<file path="config.mk">
export PLATFORM = sky130hd
export DESIGN_NAME = smsd_cmd_top
export DESIGN_NICKNAME = d
export VERILOG_FILES = /design/src/design/smsd_pkg.sv /design/src/design/smsd_mode_rom.sv /design/src/design/smsd_cmd_top.sv
export VERILOG_INCLUDE_DIRS = /design/src /design/src/design
export SDC_FILE = /design/constraint.sdc
export NUM_CORES = 1
export LEC_CHECK = 0
export BUFFER_PORTS_ARGS = -buffer_cell sky130_fd_sc_hd__buf_2
export CELL_PAD_IN_SITES_DETAIL_PLACEMENT = 1
export CELL_PAD_IN_SITES_GLOBAL_PLACEMENT = 2
export CORE_ASPECT_RATIO = 0.7
export CORE_MARGIN = 3
export CORE_UTILIZATION = 28
export DETAILED_ROUTE_END_ITERATION = 10
export PLACE_DENSITY_LB_ADDON = 0.1
export SYNTH_ARGS = -nofsm -noshare
export SYNTH_HDL_FRONTEND = slang
export SYNTH_SLANG_ARGS = --single-unit
</file>
<file path="constraint.sdc">
create_clock -name CLK_SYS -period 2.5 [get_ports CLK_SYS]
set_clock_uncertainty 0.05 [all_clocks]
set_input_delay 0.5 -clock CLK_SYS [delete_from_list [all_inputs] [get_ports CLK_SYS]]
set_output_delay 0.5 -clock CLK_SYS [all_outputs]
set_load 0.1 [all_outputs]
</file>
<file path="src/design/smsd_defs.svh">
// constants for the mode sense, start/stop and send diagnostic command block
// assumes inclusion by bare name from package and design modules
`ifndef SMSD_DEFS_SVH
`define SMSD_DEFS_SVH

// ==========================================================================
// opcodes and command descriptor byte positions
`define SMSD_OP_MODE_SENSE 8'h1A
`define SMSD_OP_START_STOP 8'h1B
`define SMSD_OP_SEND_DIAG 8'h1D
`define SMSD_CDB_OPCODE 0
`define SMSD_CDB_FLAGS 1
`define SMSD_CDB_PAGE 2
`define SMSD_CDB_PLEN_HI 3
`define SMSD_CDB_PLEN_LO 4
`define SMSD_CDB_ALLOC 4
`define SMSD_CDB_START 4

// ==========================================================================
// bit positions inside descriptor bytes
`define SMSD_BIT_EARLY 0
`define SMSD_BIT_START 0
`define SMSD_BIT_SELFTEST 2
`define SMSD_BIT_DEVICE_OFFLINE_BIT 1
`define SMSD_BIT_UNIT_OFFLINE_BIT 0
`define SMSD_BIT_SAVEABLE 7
`define SMSD_BIT_WP 7

// ==========================================================================
// mode sense data layout and values
`define SMSD_PAGE_GEOM 6'h04
`define SMSD_PAGE_ALL 6'h3F
`define SMSD_PCF_CHANGEABLE 2'h1
`define SMSD_LEN_FULL 6'h20
`define SMSD_LEN_SHORT 6'h0C
`define SMSD_IDX_LEN 5'h00
`define SMSD_IDX_WP 5'h02
`define SMSD_IDX_BDL 5'h03
`define SMSD_IDX_BLEN_HI 5'h09
`define SMSD_IDX_BLEN_MID 5'h0A
`define SMSD_IDX_BLEN_LO 5'h0B
`define SMSD_IDX_PG_CODE 5'h0C
`define SMSD_IDX_PG_LEN 5'h0D
`define SMSD_IDX_CYL_HI 5'h0E
`define SMSD_IDX_CYL_MID 5'h0F
`define SMSD_IDX_CYL_LO 5'h10
`define SMSD_IDX_HEADS 5'h11
`define SMSD_IDX_RWC_HI 5'h15
`define SMSD_IDX_RWC_MID 5'h16
`define SMSD_IDX_RWC_LO 5'h17
`define SMSD_IDX_STEP_HI 5'h18
`define SMSD_IDX_STEP_LO 5'h19
`define SMSD_BDL_VALUE 8'h08
`define SMSD_PG_LEN_VALUE 8'h12
`define SMSD_CYL_COUNT 24'h000342
`define SMSD_RWC_CYL 24'h00024E
`define SMSD_HEADS_SMALL 8'h03
`define SMSD_HEADS_LARGE 8'h06
`define SMSD_BLEN_CHANGEABLE 24'hFFFFFF

// ==========================================================================
// status and sense
`define SMSD_SK_NONE 4'h0
`define SMSD_SK_ILLEGAL 4'h5
`define SMSD_SK_HW_ERROR 4'h4
`define SMSD_ASC_NONE 8'h00
`define SMSD_ASC_INV_FIELD 8'h24

// ==========================================================================
// timing
`define SMSD_SPINUP_S 30
`define SMSD_CLK_HZ 20000000

`endif

</file>
<file path="src/design/smsd_pkg.sv">
// types shared by the command block and its mode data store
// assumes smsd_defs.svh on the include path
`include "smsd_defs.svh"

package smsd_pkg;

  typedef enum logic [2:0] {
    SMSD_IDLE, SMSD_MS_FETCH, SMSD_MS_SEND, SMSD_SS_WAIT,
    SMSD_DG_OUT, SMSD_DG_TEST
  } smsd_state_type;

  typedef struct packed {
    logic valid;
    logic [5:0][7:0] cdb;
  } smsd_cmd_type;

  typedef struct packed {
    logic valid;
    logic check;
    logic [3:0] sense_key;
    logic [7:0] sense_code;
  } smsd_status_type;

  typedef struct packed {
    logic spindle_en;
    logic actuator_en;
    logic unit_ready;
  } smsd_drive_type;

  typedef struct packed {
    logic changeable;
    logic heads_six;
    logic [5:0] total;
    logic [23:0] block_len;
    logic [15:0] step_rate;
  } smsd_page_cfg_type;

endpackage

</file>
<file path="src/design/smsd_mode_rom.sv">
// mode sense data store: header, block descriptor and geometry page
// assumes a single clock; read data is registered, one cycle after address
`timescale 1ns/100ps
`include "smsd_defs.svh"

module smsd_mode_rom (
  input wire logic clk,
  input wire logic rst,
  input wire logic [4:0] addr,
  input wire smsd_pkg::smsd_page_cfg_type cfg,
  output logic [7:0] rdata_q
);
  import smsd_pkg::*;

  logic [7:0] byte_d;
  logic [23:0] blen;
  logic pg;

  // ========================================================================
  // byte select
  always_comb begin
    blen = cfg.changeable ? `SMSD_BLEN_CHANGEABLE : cfg.block_len;
    // nothing in the geometry page is initiator changeable
    pg = !cfg.changeable;
    unique case (addr)
      `SMSD_IDX_LEN: byte_d = {2'h0, cfg.total - 6'h01};
      `SMSD_IDX_WP: byte_d = 8'h00;
      `SMSD_IDX_BDL: byte_d = `SMSD_BDL_VALUE;
      `SMSD_IDX_BLEN_HI: byte_d = blen[23:16];
      `SMSD_IDX_BLEN_MID: byte_d = blen[15:8];
      `SMSD_IDX_BLEN_LO: byte_d = blen[7:0];
      // geometry page is fixed, so not saveable
      `SMSD_IDX_PG_CODE: byte_d = {2'h0, `SMSD_PAGE_GEOM};
      `SMSD_IDX_PG_LEN: byte_d = `SMSD_PG_LEN_VALUE;
      `SMSD_IDX_CYL_HI: byte_d = pg ? 8'(`SMSD_CYL_COUNT >> 16) : 8'h00;
      `SMSD_IDX_CYL_MID: byte_d = pg ? 8'(`SMSD_CYL_COUNT >> 8) : 8'h00;
      `SMSD_IDX_CYL_LO: byte_d = pg ? 8'(`SMSD_CYL_COUNT) : 8'h00;
      `SMSD_IDX_HEADS: byte_d = !pg ? 8'h00 : cfg.heads_six ? `SMSD_HEADS_LARGE : `SMSD_HEADS_SMALL;
      `SMSD_IDX_RWC_HI: byte_d = pg ? 8'(`SMSD_RWC_CYL >> 16) : 8'h00;
      `SMSD_IDX_RWC_MID: byte_d = pg ? 8'(`SMSD_RWC_CYL >> 8) : 8'h00;
      `SMSD_IDX_RWC_LO: byte_d = pg ? 8'(`SMSD_RWC_CYL) : 8'h00;
      `SMSD_IDX_STEP_HI: byte_d = pg ? cfg.step_rate[15:8] : 8'h00;
      `SMSD_IDX_STEP_LO: byte_d = pg ? cfg.step_rate[7:0] : 8'h00;
      // density, block count, precomp, landing zone, reserved are zero
      default: byte_d = 8'h00;
    endcase
  end

  always_ff @(posedge clk or posedge rst) begin
    if (rst) begin
      rdata_q <= 8'h00;
    end else begin
      rdata_q <= byte_d;
    end
  end

endmodule // smsd_mode_rom

</file>
<file path="src/design/smsd_cmd_top.sv">
// command block for mode sense, start/stop unit and send diagnostic
// assumes a bus phase engine that delivers the cdb, moves data bytes and
// returns status; the self test engine and spindle servo sit outside
//
// Functional notes
// mode data byte 0 counts the bytes that follow it
// write-protect bit of header byte 2 always reads zero
// header byte 3 reports a block descriptor length of eight
// descriptor: density 0, block count 0, reserved 0, block length bytes 5-7
// page header bit 7 flags saveable pages; changeable pages are saveable
// geometry page code 04h, length 12h, top two bits zero
// cylinders 834 as three bytes; head count 3 or 6 by variant
// precomp 0, reduced write current 00024Eh, step rate, landing zone 0
// heads park by themselves at power loss; no landing seek needed
// start/stop starts drive on start bit one, stops on zero
// early status bit returns status at start, else after completion
// start or stop matching present state completes with no change
// no jumper spins up alone; jumper fitted waits for start command
// disk access waits for spin-up up to 30 s; stopped disables motors
// self test runs; good status on pass, hardware error check on fail
// initiator sets list length zero for the default self test
// device offline bit set gives illegal request, invalid field
// unit offline bit set gives illegal request, invalid field
// list length sets data-out byte count; zero is no transfer, no error
// data-in stops at allocation length or available data, the lesser
// changeable values show ones in changeable fields, zeros elsewhere
// received diagnostic parameter bytes are accepted and discarded
`timescale 1ns/100ps
`include "smsd_defs.svh"

module smsd_cmd_top #(
  parameter int unsigned SPINUP_CYCLES = `SMSD_SPINUP_S * `SMSD_CLK_HZ
) (
  input wire logic CLK_SYS,
  input wire logic RST,
  input wire smsd_pkg::smsd_cmd_type CMD,
  output logic CMD_READY,
  output logic [7:0] DIN_BYTE,
  output logic DIN_VALID,
  input wire logic DIN_READY,
  input wire logic [7:0] DOUT_BYTE,
  input wire logic DOUT_VALID,
  output logic DOUT_READY,
  output smsd_pkg::smsd_status_type STATUS,
  input wire logic AUTOSTART_JUMPER,
  input wire logic HEADS_SIX,
  input wire logic [23:0] BLOCK_LEN,
  input wire logic [15:0] STEP_RATE,
  output logic SELFTEST_GO,
  input wire logic SELFTEST_DONE,
  input wire logic SELFTEST_PASS,
  output smsd_pkg::smsd_drive_type DRIVE
);
  import smsd_pkg::*;

  // ========================================================================
  // state
  typedef struct packed {
    smsd_state_type st;
    logic [5:0] idx;
    logic [5:0] cnt;
    logic [5:0] total;
    logic chg;
    logic [15:0] plen;
    logic self_test;
    logic spin_on;
    logic ready;
    logic [29:0] spin_cnt;
    logic booted;
    logic go;
    smsd_status_type stat;
  } smsd_regs_type;

  smsd_regs_type r_q, r_d;
  logic take;
  logic [7:0] op, flags, pgb, alloc;
  logic [5:0] alloc6;
  logic page_ok;
  logic [7:0] rom_q;
  smsd_page_cfg_type cfg;

  function automatic smsd_status_type mk_stat(input logic chk, input logic [3:0] key, input logic [7:0] asc);
    mk_stat = '{valid: 1'b1, check: chk, sense_key: key, sense_code: asc};
  endfunction

  function automatic logic [5:0] min6(input logic [5:0] a, input logic [5:0] b);
    min6 = (a < b) ? a : b;
  endfunction

  assign take = CMD.valid && (r_q.st == SMSD_IDLE);
  assign op = CMD.cdb[`SMSD_CDB_OPCODE];
  assign flags = CMD.cdb[`SMSD_CDB_FLAGS];
  assign pgb = CMD.cdb[`SMSD_CDB_PAGE];
  assign alloc = CMD.cdb[`SMSD_CDB_ALLOC];
  // allocations beyond the full data length act as the full length
  assign alloc6 = (alloc > 8'(`SMSD_LEN_FULL)) ? `SMSD_LEN_FULL : alloc[5:0];
  assign page_ok = (pgb[5:0] == `SMSD_PAGE_GEOM) || (pgb[5:0] == `SMSD_PAGE_ALL);

  // ========================================================================
  // mode data store
  assign cfg = '{changeable: r_q.chg, heads_six: HEADS_SIX, total: r_q.total,
                 block_len: BLOCK_LEN, step_rate: STEP_RATE};

  smsd_mode_rom u_rom (
    .clk(CLK_SYS),
    .rst(RST),
    .addr(r_q.idx[4:0]),
    .cfg(cfg),
    .rdata_q(rom_q)
  );

  // ========================================================================
  // next state
  always_comb begin
    r_d = r_q;
    r_d.go = 1'b0;
    r_d.stat.valid = 1'b0;
    // spindle: catch the jumper once, on the first edge after reset release
    if (!r_q.booted) begin
      r_d.booted = 1'b1;
      r_d.spin_on = !AUTOSTART_JUMPER;
    end
    if (!r_q.spin_on) begin
      r_d.ready = 1'b0;
      r_d.spin_cnt = '0;
    end else if (!r_q.ready) begin
      if (r_q.spin_cnt == 30'(SPINUP_CYCLES - 1)) begin
        r_d.ready = 1'b1;
      end else begin
        r_d.spin_cnt = r_q.spin_cnt + 30'h00000001;
      end
    end
    unique case (r_q.st)
      SMSD_IDLE: begin
        if (take) begin
          if (op == `SMSD_OP_MODE_SENSE) begin
            r_d.chg = (pgb[7:6] == `SMSD_PCF_CHANGEABLE);
            r_d.idx = '0;
            if (page_ok) begin
              r_d.total = `SMSD_LEN_FULL;
            end else begin
              r_d.total = `SMSD_LEN_SHORT;
            end
            // unsupported pages see header and descriptor only
            if (!page_ok && alloc > 8'(`SMSD_LEN_SHORT)) begin
              r_d.stat = mk_stat(1'b1, `SMSD_SK_ILLEGAL, `SMSD_ASC_INV_FIELD);
            end else if (alloc == 8'h00) begin
              r_d.stat = mk_stat(1'b0, `SMSD_SK_NONE, `SMSD_ASC_NONE);
            end else begin
              r_d.cnt = min6(alloc6, page_ok ? `SMSD_LEN_FULL : `SMSD_LEN_SHORT);
              r_d.st = SMSD_MS_FETCH;
            end
          end else if (op == `SMSD_OP_START_STOP) begin
            if (CMD.cdb[`SMSD_CDB_START][`SMSD_BIT_START]) begin
              r_d.spin_on = 1'b1;
              // early status, or already up to speed
              if (flags[`SMSD_BIT_EARLY] || r_q.ready) begin
                r_d.stat = mk_stat(1'b0, `SMSD_SK_NONE, `SMSD_ASC_NONE);
              end else begin
                r_d.st = SMSD_SS_WAIT;
              end
            end else begin
              // stop completes at once: motor and actuator simply drop
              r_d.spin_on = 1'b0;
              // ready drops with the motor, never a cycle later
              r_d.ready = 1'b0;
              r_d.stat = mk_stat(1'b0, `SMSD_SK_NONE, `SMSD_ASC_NONE);
            end
          end else if (op == `SMSD_OP_SEND_DIAG) begin
            r_d.plen = {CMD.cdb[`SMSD_CDB_PLEN_HI], CMD.cdb[`SMSD_CDB_PLEN_LO]};
            r_d.self_test = flags[`SMSD_BIT_SELFTEST];
            if (flags[`SMSD_BIT_DEVICE_OFFLINE_BIT] || flags[`SMSD_BIT_UNIT_OFFLINE_BIT]) begin
              r_d.stat = mk_stat(1'b1, `SMSD_SK_ILLEGAL, `SMSD_ASC_INV_FIELD);
            end else if ({CMD.cdb[`SMSD_CDB_PLEN_HI], CMD.cdb[`SMSD_CDB_PLEN_LO]} != 16'h0000) begin
              r_d.st = SMSD_DG_OUT;
            end else if (flags[`SMSD_BIT_SELFTEST]) begin
              r_d.go = 1'b1;
              r_d.st = SMSD_DG_TEST;
            end else begin
              r_d.stat = mk_stat(1'b0, `SMSD_SK_NONE, `SMSD_ASC_NONE);
            end
          end
        end
      end
      SMSD_MS_FETCH: begin
        r_d.st = SMSD_MS_SEND;
      end
      SMSD_MS_SEND: begin
        if (DIN_READY) begin
          if (r_q.idx + 6'h01 == r_q.cnt) begin
            r_d.st = SMSD_IDLE;
            r_d.stat = mk_stat(1'b0, `SMSD_SK_NONE, `SMSD_ASC_NONE);
          end else begin
            r_d.idx = r_q.idx + 6'h01;
            r_d.st = SMSD_MS_FETCH;
          end
        end
      end
      SMSD_SS_WAIT: begin
        if (!r_q.spin_on || r_q.ready) begin
          r_d.st = SMSD_IDLE;
          r_d.stat = mk_stat(1'b0, `SMSD_SK_NONE, `SMSD_ASC_NONE);
        end
      end
      SMSD_DG_OUT: begin
        // bytes are taken and dropped; the list has no defined meaning
        if (DOUT_VALID) begin
          r_d.plen = r_q.plen - 16'h0001;
          if (r_q.plen == 16'h0001) begin
            if (r_q.self_test) begin
              r_d.go = 1'b1;
              r_d.st = SMSD_DG_TEST;
            end else begin
              r_d.st = SMSD_IDLE;
              r_d.stat = mk_stat(1'b0, `SMSD_SK_NONE, `SMSD_ASC_NONE);
            end
          end
        end
      end
      SMSD_DG_TEST: begin
        if (SELFTEST_DONE) begin
          r_d.st = SMSD_IDLE;
          if (SELFTEST_PASS) begin
            r_d.stat = mk_stat(1'b0, `SMSD_SK_NONE, `SMSD_ASC_NONE);
          end else begin
            r_d.stat = mk_stat(1'b1, `SMSD_SK_HW_ERROR, `SMSD_ASC_NONE);
          end
        end
      end
    endcase
  end

  always_ff @(posedge CLK_SYS or posedge RST) begin
    if (RST) begin
      r_q <= '{st: SMSD_IDLE, default: '0};
    end else begin
      r_q <= r_d;
    end
  end

  // ========================================================================
  // outputs
  assign CMD_READY = (r_q.st == SMSD_IDLE);
  assign DIN_VALID = (r_q.st == SMSD_MS_SEND);
  assign DIN_BYTE = rom_q;
  assign DOUT_READY = (r_q.st == SMSD_DG_OUT);
  assign STATUS = r_q.stat;
  assign SELFTEST_GO = r_q.go;
  // heads park on their own at power loss, so no landing seek on stop
  assign DRIVE = '{spindle_en: r_q.spin_on, actuator_en: r_q.spin_on, unit_ready: r_q.ready};
endmodule // smsd_cmd_top

</file>
==> results.yml <==
run_status:
  status: "finished, final reports clean"
power_and_ir_drop:
  ir_drop_v: 0.000459
  p_leak_nw: 2.89
  total_power_mw: 5.19
  power-per-cell-area_nw_per_um2: 778
clock_network:
  clkLatencyLatePin_ns: 0.36
  clock_path_buffers: 2
  postCtsSetupRepairBufs: 0
  cts-root-buf: "clkbuf_16"
  clk_pin_slew_ns: 0.07
  cts.sinks: 80
  cts_tree: "done"
  cts_buffers: 9
  cts_max_level: 3
placement:
  hpwl_um: 13900
  placed_cells: 972
  place.gp.congestion: 0.841
  port_buffers: 104
logic_synthesis:
  syn_area_um2: 5290
  synth_ff_type: "dfrtp_1"
  yosysSeqAreaShare: 0.378
  synth_area_leaders: "dfrtp_1 38%, xnor2_1 4.8%, nor2_1 4.7%"
  synth.top_cell.area_share: 0.378
  yosys.area.top_type: "dfrtp_1"
  postSynthAreaPerCell_um2: 8.55
  synth_seq_cells: 80
  syn_inst: 619
  synth_edf_count: 0
  yosysUniqueCellTypes: 73
  yosysWarnings: 0
  async_flop_share: 1.00
critical_path:
  worst_setup_path_end_kind: "flip-flop"
  crit_path_max_fanout: 3
  cp_slowest_cell: "dfrtp_1"
  slowest_delay_ns: 0.38
  arrival_ns: 2.61
  crit_required_ns: 2.69
  crit_chain: "ha_1, and3_1, ha_4, xnor2_1, a2111oi_4, nand2_1, a221o_1, mux2_2"
  worstSetupPathType: "reg2reg"
  critPathLaunchType: "flip-flop"
layout:
  drive_gt1_frac: 0.266
  final_cells: 988
  final_nets: 862
  n_antenna_cell: 0
  area_growth_pct: 26.1
global_route:
  grt_pass1_wl_um: 28800
  grt_usage: 0.176
  overflow: 0
  grt_pass1_vias: 5351
  grt_max_degree: 33
  antenna_found_initial: 0
die:
  ioPinCount: 134
  die_height_um: 121
  coreArea_um2: 18300
  initial_core_util: 0.290
  dieArea_um2: 20600
  rows: 41
  die_x_um: 170
timing:
  worst_slew_pin_slew_ns: 0.584
  slew_violations: 0
  rsz0062_at_grt: "false"
  fmax_ghz: 0.413
  finalHoldViolCount: 0
  period_needed_ns: 2.42
  maxSlewHeadroom: 0.610
  finalCritPeriodShare: 0.968
  whs_ns: 0.157
  setup_viol: 0
drt:
  firstDrtPassIters: 4
  ant_nets: 0
  wirelength_um: 17700
  drt_drc_violations_left: 0
  routedWlPerCell_um: 17.9
  drt_iter0_markers: 342
  avgViaCountPerCell: 5.14
  vias: 5077
run:
  cap_violations: 0
worst_hold_path:
  hold_class: "in2async"
[metrics by stage]
step	worst slack (ns)	utilization	cell area, um2	TNS (ns)
after floorplan	-0.212	-	5340	-1.00
after global placement	-0.146	0.346	6310	-0.502
after detailed placement	-0.261	0.346	6310	-1.06
after CTS	0.0590	0.364	6650	0
after global routing	0.00254	0.366	6680	0
final	0.0792	0.366	6680	0
[flip-flops by register name (all words and copies together), names as in the netlist]
signal         cells
cfg                3
u_rom.rdata_q      8
DRIVE              2
SELFTEST_GO        1
r_q               63
STATUS             3
[synth_stat cells (13+ instances only)]
master	instances
nor3_1	22
nor2_1	66
xnor2_1	29
o21ai_1	13
nand3_1	18
clkbuf_1	20
o21ai_0	46
inv_1	22
nand2_1	45
dfrtp_1	80
a21oi_1	37
buf_4	17
[cell usage in the layout (no fill, tap or decap), types with 9 or more instances in the layout]
cell type,n
nand2_1,44
ha_1,9
nand3_1,18
conb_1,9
o21ai_1,13
o21ai_0,46
xnor2_1,29
a31oi_1,9
buf_4,49
inv_1,20
a21oi_1,37
nand2b_1,9
dfrtp_1,80
nor3_1,22
nor4_1,10
nor2_1,64
clkbuf_16,9
buf_2,102
nand4_1,10
[per-layer routing]
metal / wire [um] / share of wire / GRT usage
met1: 9300 / 0.52 / 0.265
met2: 7480 / 0.42 / 0.258
met3: 834 / 0.047 / 0.0423
met4: 123 / 0.0069 / 0.0319
met5: 0 / 0 / 0
[power by group]
group | switching (mW) | internal, mW | total (mW) | leakage [nW]
clock | 0.619 | 0.897 | 1.52 | 0.164
sequential | 0.162 | 1.44 | 1.61 | 1.07
combinational | 1.46 | 0.616 | 2.07 | 1.66
total | 2.24 | 2.96 | 5.19 | 2.89
[critical path, delay by kind of cell (launching register included)]
| kind | cells | cell delay (ns) |
|---|---|---|
| DFF | 1 | 0.38 |
| AOI/OAI and AO/OA | 2 | 0.69 |
| xor gates and xnor gates | 1 | 0.11 |
| muxes | 1 | 0.27 |
| adders and majority gates | 2 | 0.52 |
| and+or+nand+nor | 2 | 0.30 |
[cell families (layout without fill, tap and decap cells)]
family                   after synthesis  count (layout)  share of synthesized area
other                                  2               9                    0.00142
AO/OA/AOI/OAI                        173             173                      0.214
AND/OR/NAND/NOR                      244             244                      0.246
flip-flops                            80              80                      0.378
adder cells (fa/ha/maj)               10              10                     0.0236
buffers and inverters                 68             194                     0.0641
XOR/XNOR                              32              32                     0.0530
multiplexers                          10              10                     0.0196
[layout make-up]
type / count / area, um2
clock inverters: 7 / 111
well taps: 236 / 295
fillers: 2160 / 11600
inverters: 24 / 97.6
flip-flops and latches: 80 / 2000
clock buffers: 9 / 225
multi-input cells: 478 / 3010
repair buffers: 154 / 938
[path summary, 6_finish.rpt]
path | start | to | slack (ns) | depth (start not counted)
max in group asynchronous | RST | r_q[35] | 1.54 | 3
min reg2reg | cfg[45] | cfg[45] | 0.45 | 2
min in group CLK_SYS | BLOCK_LEN[23] | u_rom.rdata_q[7] | 0.31 | 3
max | r_q[78] | r_q[84] | 0.08 | 8
min | RST | r_q[19] | 0.16 | 2
max reg2reg | r_q[78] | r_q[84] | 0.08 | 8
[repair_timing]
item | 4_1_cts | 5_1_grt
setup endpoints to repair | 1 | 7
hold buffers | 0 | 0
pin swaps | 0 | 1
resized for setup | 1 | 4
hold endpoints to repair | 0 | 0
Note: power is estimated with default switching activity, not from simulation.
